`src/logic/jtpi_defs.vh`:
```
// Constants for the test access port pin interface
`ifndef JTPI_DEFS_VH
`define JTPI_DEFS_VH
`define JTPI_IR_W 4
`define JTPI_IR_CAPTURE 4'h1
`define JTPI_IR_IDCODE 4'h2
`define JTPI_IR_DEBUG 4'h7
`define JTPI_IR_BYPASS 4'hf
`define JTPI_IR_RESET 4'h2
`define JTPI_ID_W 32
// Arbitrary identity value, not tied to any real part
`define JTPI_ID_VALUE 32'h1234_5001
`define JTPI_DBG_W 8
`define JTPI_DBG_RESET 8'h00
// Sync reset values: tck, tms, tdi, trst_n, chip_rst_n
`define JTPI_SYNC_W 5
`define JTPI_SYNC_RESET 5'h06
`define JTPI_SB_TCK 0
`define JTPI_SB_TMS 1
`define JTPI_SB_TDI 2
`define JTPI_SB_TRST 3
`define JTPI_SB_CHIP 4
`endif

```
`src/logic/jtpi_sync.v`:
```
// Two-stage synchroniser for pin inputs
`timescale 1ns/1ps
`default_nettype none
module jtpi_sync #(
   parameter WIDTH = 1,
   parameter [WIDTH-1:0] RST_VAL = {WIDTH{1'b0}}
) (
   input wire clk,
   input wire reset_n,
   input wire [WIDTH-1:0] d,
   output wire [WIDTH-1:0] q
);
   reg [WIDTH-1:0] meta_r;
   reg [WIDTH-1:0] sync_r;

   // First stage feeds only the second stage
   always @(posedge clk or negedge reset_n) begin
      if (!reset_n) begin
         meta_r <= RST_VAL;
         sync_r <= RST_VAL;
      end else begin
         meta_r <= d;
         sync_r <= meta_r;
      end
   end

   assign q = sync_r;
endmodule
`default_nettype wire

```
`src/logic/jtpi_top.v`:
```
// Test access port pin interface: TAP controller, TDO drive window, pull-ups
// Overview of operation
// - TMS is captured on each TCK rising edge and advances the state machine.
// - TDI is captured on each TCK rising edge in Shift-IR or Shift-DR.
// - TDO driven only in Shift-IR or Shift-DR, high impedance otherwise.
// - TDO changes only on TCK falling edges or when low TRST releases it, ready for host's next rising edge.
// - Low TRST resets the TAP controller regardless of TCK activity.
// - Chip reset alone leaves TAP and debug module state intact.
// - JTAG pull-up disable bit turns off TMS, TDI and TRST pull-ups.
`timescale 1ns/1ps
`default_nettype none
`include "jtpi_defs.vh"
module jtpi_top (
   input wire clk,
   input wire reset_n,
   input wire tck,
   input wire tms,
   input wire tdi,
   input wire trst_n,
   input wire chip_rst_n,
   input wire pullup_disable_jtag,
   input wire [`JTPI_DBG_W-1:0] dbg_status,
   output reg tdo_o_r,
   output reg tdo_oe_n_r,
   output reg tms_pu_en_r,
   output reg tdi_pu_en_r,
   output reg trst_pu_en_r,
   output reg core_rst_n_r,
   output reg tap_reset_r,
   output reg [`JTPI_DBG_W-1:0] dbg_cmd_r,
   output reg dbg_cmd_valid_r
);
   // One-hot TAP states
   localparam [15:0] S_TLR = 16'h0001;
   localparam [15:0] S_RTI = 16'h0002;
   localparam [15:0] S_SDS = 16'h0004;
   localparam [15:0] S_CDR = 16'h0008;
   localparam [15:0] S_SHD = 16'h0010;
   localparam [15:0] S_E1D = 16'h0020;
   localparam [15:0] S_PSD = 16'h0040;
   localparam [15:0] S_E2D = 16'h0080;
   localparam [15:0] S_UDR = 16'h0100;
   localparam [15:0] S_SIS = 16'h0200;
   localparam [15:0] S_CIR = 16'h0400;
   localparam [15:0] S_SHI = 16'h0800;
   localparam [15:0] S_E1I = 16'h1000;
   localparam [15:0] S_PSI = 16'h2000;
   localparam [15:0] S_E2I = 16'h4000;
   localparam [15:0] S_UIR = 16'h8000;

   wire [`JTPI_SYNC_W-1:0] pin_s;
   wire tck_s;
   wire tms_s;
   wire tdi_s;
   wire trst_s;
   wire tck_rise;
   wire tck_fall;
   wire shifting;
   reg tck_d_r;
   reg [15:0] state_r;
   reg [15:0] state_nxt;
   reg [`JTPI_IR_W-1:0] ir_r;
   reg [`JTPI_IR_W-1:0] ir_sh_r;
   reg [`JTPI_ID_W-1:0] id_sh_r;
   reg [`JTPI_DBG_W-1:0] dbg_sh_r;
   reg byp_r;
   reg dr_out;

   // All pins, including the link clock, pass two flops before use
   jtpi_sync #(
      .WIDTH(`JTPI_SYNC_W),
      .RST_VAL(`JTPI_SYNC_RESET)
   ) u_sync (
      .clk(clk),
      .reset_n(reset_n),
      .d({chip_rst_n, trst_n, tdi, tms, tck}),
      .q(pin_s)
   );

   assign tck_s = pin_s[`JTPI_SB_TCK];
   assign tms_s = pin_s[`JTPI_SB_TMS];
   assign tdi_s = pin_s[`JTPI_SB_TDI];
   assign trst_s = pin_s[`JTPI_SB_TRST];

   // Edge finder on the synchronised TCK; TMS/TDI share its latency
   always @(posedge clk or negedge reset_n) begin
      if (!reset_n) begin
         tck_d_r <= 1'b0;
      end else begin
         tck_d_r <= tck_s;
      end
   end

   assign tck_rise = tck_s & ~tck_d_r;
   assign tck_fall = ~tck_s & tck_d_r;
   assign shifting = (state_r == S_SHI) || (state_r == S_SHD);

   // Next-state table of the TAP controller
   always @* begin
      case (state_r)
         S_TLR: state_nxt = tms_s ? S_TLR : S_RTI;
         S_RTI: state_nxt = tms_s ? S_SDS : S_RTI;
         S_SDS: state_nxt = tms_s ? S_SIS : S_CDR;
         S_CDR: state_nxt = tms_s ? S_E1D : S_SHD;
         S_SHD: state_nxt = tms_s ? S_E1D : S_SHD;
         S_E1D: state_nxt = tms_s ? S_UDR : S_PSD;
         S_PSD: state_nxt = tms_s ? S_E2D : S_PSD;
         S_E2D: state_nxt = tms_s ? S_UDR : S_SHD;
         S_UDR: state_nxt = tms_s ? S_SDS : S_RTI;
         S_SIS: state_nxt = tms_s ? S_TLR : S_CIR;
         S_CIR: state_nxt = tms_s ? S_E1I : S_SHI;
         S_SHI: state_nxt = tms_s ? S_E1I : S_SHI;
         S_E1I: state_nxt = tms_s ? S_UIR : S_PSI;
         S_PSI: state_nxt = tms_s ? S_E2I : S_PSI;
         S_E2I: state_nxt = tms_s ? S_UIR : S_SHI;
         S_UIR: state_nxt = tms_s ? S_SDS : S_RTI;
         default: state_nxt = S_TLR;
      endcase
   end

   // Serial bit presented by the selected data register
   always @* begin
      case (ir_r)
         `JTPI_IR_IDCODE: dr_out = id_sh_r[0];
         `JTPI_IR_DEBUG: dr_out = dbg_sh_r[0];
         default: dr_out = byp_r;
      endcase
   end

   // TAP state and scan registers; chip reset is deliberately not a term here
   always @(posedge clk or negedge reset_n) begin
      if (!reset_n) begin
         state_r <= S_TLR;
         ir_r <= `JTPI_IR_RESET;
         ir_sh_r <= `JTPI_IR_CAPTURE;
         id_sh_r <= `JTPI_ID_VALUE;
         dbg_sh_r <= `JTPI_DBG_RESET;
         byp_r <= 1'b0;
         dbg_cmd_r <= `JTPI_DBG_RESET;
         dbg_cmd_valid_r <= 1'b0;
         tap_reset_r <= 1'b1;
      end else if (!trst_s) begin
         // Acts with TCK stopped too, since it uses only clk
         state_r <= S_TLR;
         ir_r <= `JTPI_IR_RESET;
         dbg_cmd_r <= `JTPI_DBG_RESET;
         dbg_cmd_valid_r <= 1'b0;
         tap_reset_r <= 1'b1;
      end else begin
         dbg_cmd_valid_r <= 1'b0;
         tap_reset_r <= (state_r == S_TLR);
         if (tck_rise) begin
            state_r <= state_nxt;
            case (state_r)
               S_TLR: begin
                  ir_r <= `JTPI_IR_RESET;
               end
               S_CIR: begin
                  ir_sh_r <= `JTPI_IR_CAPTURE;
               end
               S_SHI: begin
                  ir_sh_r <= {tdi_s, ir_sh_r[`JTPI_IR_W-1:1]};
               end
               S_UIR: begin
                  ir_r <= ir_sh_r;
               end
               S_CDR: begin
                  id_sh_r <= `JTPI_ID_VALUE;
                  dbg_sh_r <= dbg_status;
                  byp_r <= 1'b0;
               end
               S_SHD: begin
                  // Only the register that the instruction selects moves
                  case (ir_r)
                     `JTPI_IR_IDCODE: id_sh_r <= {tdi_s, id_sh_r[`JTPI_ID_W-1:1]};
                     `JTPI_IR_DEBUG: dbg_sh_r <= {tdi_s, dbg_sh_r[`JTPI_DBG_W-1:1]};
                     default: byp_r <= tdi_s;
                  endcase
               end
               S_UDR: begin
                  if (ir_r == `JTPI_IR_DEBUG) begin
                     dbg_cmd_r <= dbg_sh_r;
                     dbg_cmd_valid_r <= 1'b1;
                  end
               end
               default: begin
                  ir_r <= ir_r;
               end
            endcase
         end
      end
   end

   // TDO moves only on the falling edge so the host samples it stable, or is released at once by low TRST
   always @(posedge clk or negedge reset_n) begin
      if (!reset_n) begin
         tdo_o_r <= 1'b0;
         tdo_oe_n_r <= 1'b1;
      end else if (!trst_s) begin
         tdo_oe_n_r <= 1'b1;
      end else if (tck_fall) begin
         tdo_o_r <= (state_r == S_SHI) ? ir_sh_r[0] : dr_out;
         tdo_oe_n_r <= ~shifting;
      end
   end

   // Pull-up control and the core reset, which never reaches the TAP
   always @(posedge clk or negedge reset_n) begin
      if (!reset_n) begin
         tms_pu_en_r <= 1'b1;
         tdi_pu_en_r <= 1'b1;
         trst_pu_en_r <= 1'b1;
         core_rst_n_r <= 1'b0;
      end else begin
         tms_pu_en_r <= ~pullup_disable_jtag;
         tdi_pu_en_r <= ~pullup_disable_jtag;
         trst_pu_en_r <= ~pullup_disable_jtag;
         core_rst_n_r <= pin_s[`JTPI_SB_CHIP];
      end
   end
endmodule
`default_nettype wire

```
`config.mk`:
```
export PLATFORM = sky130hd
export DESIGN_NAME = jtpi_top
export DESIGN_NICKNAME = d
export VERILOG_FILES = /design/src/logic/jtpi_sync.v /design/src/logic/jtpi_top.v
export VERILOG_INCLUDE_DIRS = /design/src /design/src/logic
export SDC_FILE = /design/constraint.sdc
export NUM_CORES = 1
export LEC_CHECK = 0
export BUFFER_PORTS_ARGS = -buffer_cell sky130_fd_sc_hd__buf_2
export CORE_MARGIN = 5
export CORE_UTILIZATION = 40
export DETAILED_ROUTE_END_ITERATION = 7
export SLEW_MARGIN = 20
export SYNTH_ARGS = -nofsm -noshare
export SYNTH_HDL_FRONTEND = slang
export SYNTH_SLANG_ARGS = --single-unit
```
`constraint.sdc`:
```
create_clock -name clk -period 8 [get_ports clk]
set_input_delay 0.4 -clock clk [delete_from_list [all_inputs] [get_ports clk]]
set_output_delay 0.4 -clock clk [all_outputs]
set_load 0.01 [all_outputs]
```
==> flow_summary.rst <==
.. list-table::
   :header-rows: 1

   * - Metric
     - Value
   * - Post CTS Setup Buffer Count
     - 0
   * - Mean area per synthesized cell
     - 10.06 um^2
   * - # clock sinks
     - 90
   * - Lkg Pwr
     - 1.922 nW
   * - Area of the die
     - 12,530 um^2
   * - Final net count
     - between 400 and 500
   * - Share of layout cells above drive strength 1
     - 20.75%
   * - Syn. warnings
     - 0
   * - Placeable Area
     - ~10,000 um^2
   * - Max-cap violations
     - 0
   * - Clock-pin transition on the worst setup and hold timing paths
     - 0.10 ns
   * - Achievable Freq
     - 308.6 MHz
   * - Max-slew headroom
     - between 40% and 50%
   * - Final hold violation count
     - 0
   * - Final routed wire length divided by cell count
     - 15.39 um
   * - Via count of the first global-routing pass
     - 3,033
   * - Final-report setup violation count
     - 0
   * - Pwr Density
     - ~180 nW/um^2
   * - Register Area
     - approximately 2300 um^2
   * - Number of vias per cell after detailed routing
     - 5.375
   * - Final clock skew
     - 0.01394 ns
   * - Total wire length after detailed routing
     - roughly 8700 um
   * - Vert. Die Dim
     - 111.9 um
   * - Placed inst area
     - 4352 um^2
   * - Highest layer used for signal routing
     - met4
   * - Remaining number of nets flagged by the antenna check after routing
     - 0
   * - Number of clock buffers inserted by TritonCTS
     - 9
   * - Highest net fanout along the worst path
     - 33
   * - Number of flops mapped to enable cells by yosys
     - 0
   * - Sum of met2 wire segment lengths after detailed routing
     - 3940 um
   * - Initial Util
     - 40.63%
   * - Number of I/O port buffers
     - 31
   * - Final max-slew violation count
     - 0
   * - Total number of vias
     - 3,037
   * - Net count after synthesis
     - ~430
   * - Sum Neg Setup Slack
     - 0 ns
   * - # IOs
     - 32
   * - Sequential area share after synthesis
     - 54.73%
   * - Maximum number of pins on one net before global-route repair
     - 57
   * - # fillers
     - approximately 1,000
   * - Placer's final routability congestion estimate
     - 0.8560
   * - Post-detailed-route DRC marker count
     - 0
   * - Row Count
     - 37
   * - Root Buffer Master
     - sky130_fd_sc_hd__clkbuf_8
   * - Number of iterations in the first detailed-routing pass
     - 4
   * - X dimension of the die
     - between 100 and 150 um
   * - Footprint of the multi-input gates
     - 1652 um^2
   * - CTS tree
     - built
   * - Count of mapped cells out of synthesis
     - 413
   * - Data arrival time of the worst path
     - 3.50 ns
   * - Wire length of the first global-routing pass
     - 15,070 um
   * - Number of DRC markers after the initial detailed-route iteration
     - ~180
   * - Synth cell types
     - 53
   * - Critical Path Sink Type
     - flop
   * - Total congestion overflow
     - 0
   * - Setup repair after global routing missed its margin
     - false
   * - Post-synthesis cell area
     - approximately 4200 um^2
   * - Max clock buf depth
     - 2
   * - Ys flop type
     - sky130_fd_sc_hd__dfrtp_1
   * - Level count of the clock H-tree
     - 3
   * - IR Drop Worst-Case VDD
     - 0.00007575 V
   * - Final design area excluding fillers
     - 4551 um^2
   * - Wire length on met1
     - a little over 4000 um
   * - FFs w/ async S/R, synth
     - 100.0%
   * - Req. time, crit path
     - between 8 and 9 ns
   * - Startpoint kind of the worst setup timing path
     - flop
   * - DPL Wire Length
     - 5730 um
   * - Area growth, synth to finish
     - 9.482%
   * - Wire length on met3
     - 429 um
   * - Worst-Margin Slew
     - 0.7842 ns
   * - Min Clock Period, post-route
     - approximately 3.2 ns
   * - Type of the worst min-delay path
     - primary input to flop
   * - Status
     - complete, no violations
   * - Number of antenna violations at the first check in global routing
     - 0
   * - Seq cells post-synth
     - 90
   * - # diodes
     - 0
   * - Share of the clock period used by the worst path
     - 40.51%
   * - Clock latency of the later-clocked register in the worst-skew pair
     - 0.37 ns
   * - Global router's overall resource usage
     - 14.65%
   * - Category of the most critical setup path
     - flop to flop
flip-flops by register name, summed over array words and instances, names as in the netlist, 4 cells and up:
| signal | count |
|---|---|
| dbg_cmd_r | 8 |
| dbg_sh_r | 8 |
| id_sh_r | 32 |
| ir_r | 4 |
| ir_sh_r | 4 |
| state_r | 16 |
| u_sync.meta_r | 5 |
| u_sync.q | 5 |
power breakdown:
part           switching [mW]  internal (mW)  total, mW
combinational          0.0249         0.0112     0.0361
clock                   0.180          0.119      0.298
sequential            0.00477          0.462      0.467
total                   0.209          0.592      0.801
logic make-up after synthesis:
kind of cell / after synthesis / synth area share [%]
simple gates: 136 / 17.31
compound gates: 106 / 15.92
flops: 90 / 54.73
buf+inv: 54 / 5.539
mux: 18 / 4.606
xor+xnor: 9 / 1.897
final timing paths:
kind | startpoint | to | slack (ns) | cells after the start
worst min-delay path | tdi | u_sync.meta_r[2] | 0.12 | 1
worst min register to register | u_sync.q[4] | core_rst_n_r | 0.36 | 0
min in group asynchronous | reset_n | state_r[13] | 0.52 | 2
worst max-delay path | state_r[12] | id_sh_r[13] | 4.76 | 7
max in group asynchronous | reset_n | dbg_sh_r[2] | 6.41 | 3
worst max register to register | state_r[12] | id_sh_r[13] | 4.76 | 7
metrics by stage:
stage	cells	power, mW	setup WS, ns	hold WS [ns]	util [%]
finish	565	0.8012	4.759	0.1238	44.48
global route	565	0.8369	4.519	0.1014	44.48
CTS	565	0.8113	4.545	0.1061	44.48
detailed placement	548	0.5121	4.588	0.3347	42.53
global placement	548	0.5115	4.687	0.3332	42.53
floorplan	413	0.4915	5.305	0.1044	-
Yosys cell counts (all sizes together), types with 4 or more instances:
| cell | n | area, um^2 |
|---|---|---|
| dfrtp | 72 | 1802 |
| nand2 | 57 | 214.0 |
| o21ai | 55 | 275.3 |
| clkbuf | 21 | 78.83 |
| dfstp | 18 | 473.0 |
| inv | 18 | 67.56 |
| nor2 | 17 | 71.32 |
| buf | 15 | 83.83 |
| nor4 | 15 | 115.1 |
| a21oi | 13 | 65.06 |
| mux2 | 9 | 101.4 |
| mux2i | 9 | 90.09 |
| o31ai | 9 | 87.59 |
| or4 | 9 | 67.56 |
| nand3 | 7 | 40.04 |
| xnor2 | 7 | 61.31 |
| or2 | 6 | 37.54 |
| a22o | 4 | 35.03 |
| nand3b | 4 | 30.03 |
| nor2b | 4 | 25.02 |
| o22ai | 4 | 25.02 |
| o41ai | 4 | 35.03 |
critical path, stage by stage, from the launching register on:
cell                      delay [ns]
sky130_fd_sc_hd__dfrtp_1        0.46
sky130_fd_sc_hd__or4_1          0.74
sky130_fd_sc_hd__nor4_4         0.32
sky130_fd_sc_hd__buf_4          0.32
sky130_fd_sc_hd__a32oi_2        0.14
sky130_fd_sc_hd__buf_4          0.27
sky130_fd_sc_hd__or2_2          0.56
sky130_fd_sc_hd__o31ai_1        0.31
per-layer routing:
metal / vias to the layer above / GRT usage, %
met1: 1495 / 20.88
met4: 0 / 5.929
li1: 1464 / -
met5: - / 0
met3: 16 / 2.554
met2: 62 / 22.18
cell usage in the layout, fill, tap and decap left out, types with 2 or more instances in the layout:
cell,count
sky130_fd_sc_hd__a21o_1,2
sky130_fd_sc_hd__a21oi_1,13
sky130_fd_sc_hd__a22o_1,4
sky130_fd_sc_hd__a22oi_1,2
sky130_fd_sc_hd__a31o_1,2
sky130_fd_sc_hd__a31oi_1,3
sky130_fd_sc_hd__and2_1,2
sky130_fd_sc_hd__and3_1,2
sky130_fd_sc_hd__buf_2,30
sky130_fd_sc_hd__buf_4,5
sky130_fd_sc_hd__clkbuf_8,9
sky130_fd_sc_hd__clkinvlp_4,2
sky130_fd_sc_hd__dfrtp_1,72
sky130_fd_sc_hd__dfstp_2,18
sky130_fd_sc_hd__inv_1,18
sky130_fd_sc_hd__mux2_1,8
sky130_fd_sc_hd__mux2i_1,9
sky130_fd_sc_hd__nand2_1,57
sky130_fd_sc_hd__nand2b_1,3
sky130_fd_sc_hd__nand3_1,6
sky130_fd_sc_hd__nand3b_1,4
sky130_fd_sc_hd__nand4_1,2
sky130_fd_sc_hd__nor2_1,16
sky130_fd_sc_hd__nor2b_1,4
sky130_fd_sc_hd__nor3_1,3
sky130_fd_sc_hd__nor4_1,13
sky130_fd_sc_hd__o21a_1,2
sky130_fd_sc_hd__o21ai_0,11
sky130_fd_sc_hd__o21ai_1,44
sky130_fd_sc_hd__o22ai_1,4
sky130_fd_sc_hd__o31ai_1,5
sky130_fd_sc_hd__o31ai_2,4
sky130_fd_sc_hd__o41ai_1,4
sky130_fd_sc_hd__or2_2,6
sky130_fd_sc_hd__or4_1,9
sky130_fd_sc_hd__or4b_2,3
sky130_fd_sc_hd__xnor2_1,7
sky130_fd_sc_hd__xor2_1,2
cell type report:
cell class,instances,area share (%)
repair buffers,36,4.344
clock buffers,9,2.722
inverters,18,1.485
well taps,136,3.739
multi-input cells,269,36.29
clock inverters,7,1.430
flip-flops and latches,90,49.99
repair_timing:
item / 4_1_cts / 5_1_grt
gates resized for setup: 0 / 0
hold endpoints to repair: 14 / 0
hold buffers: 1 / 0
Power figures use the tool's default switching activity.
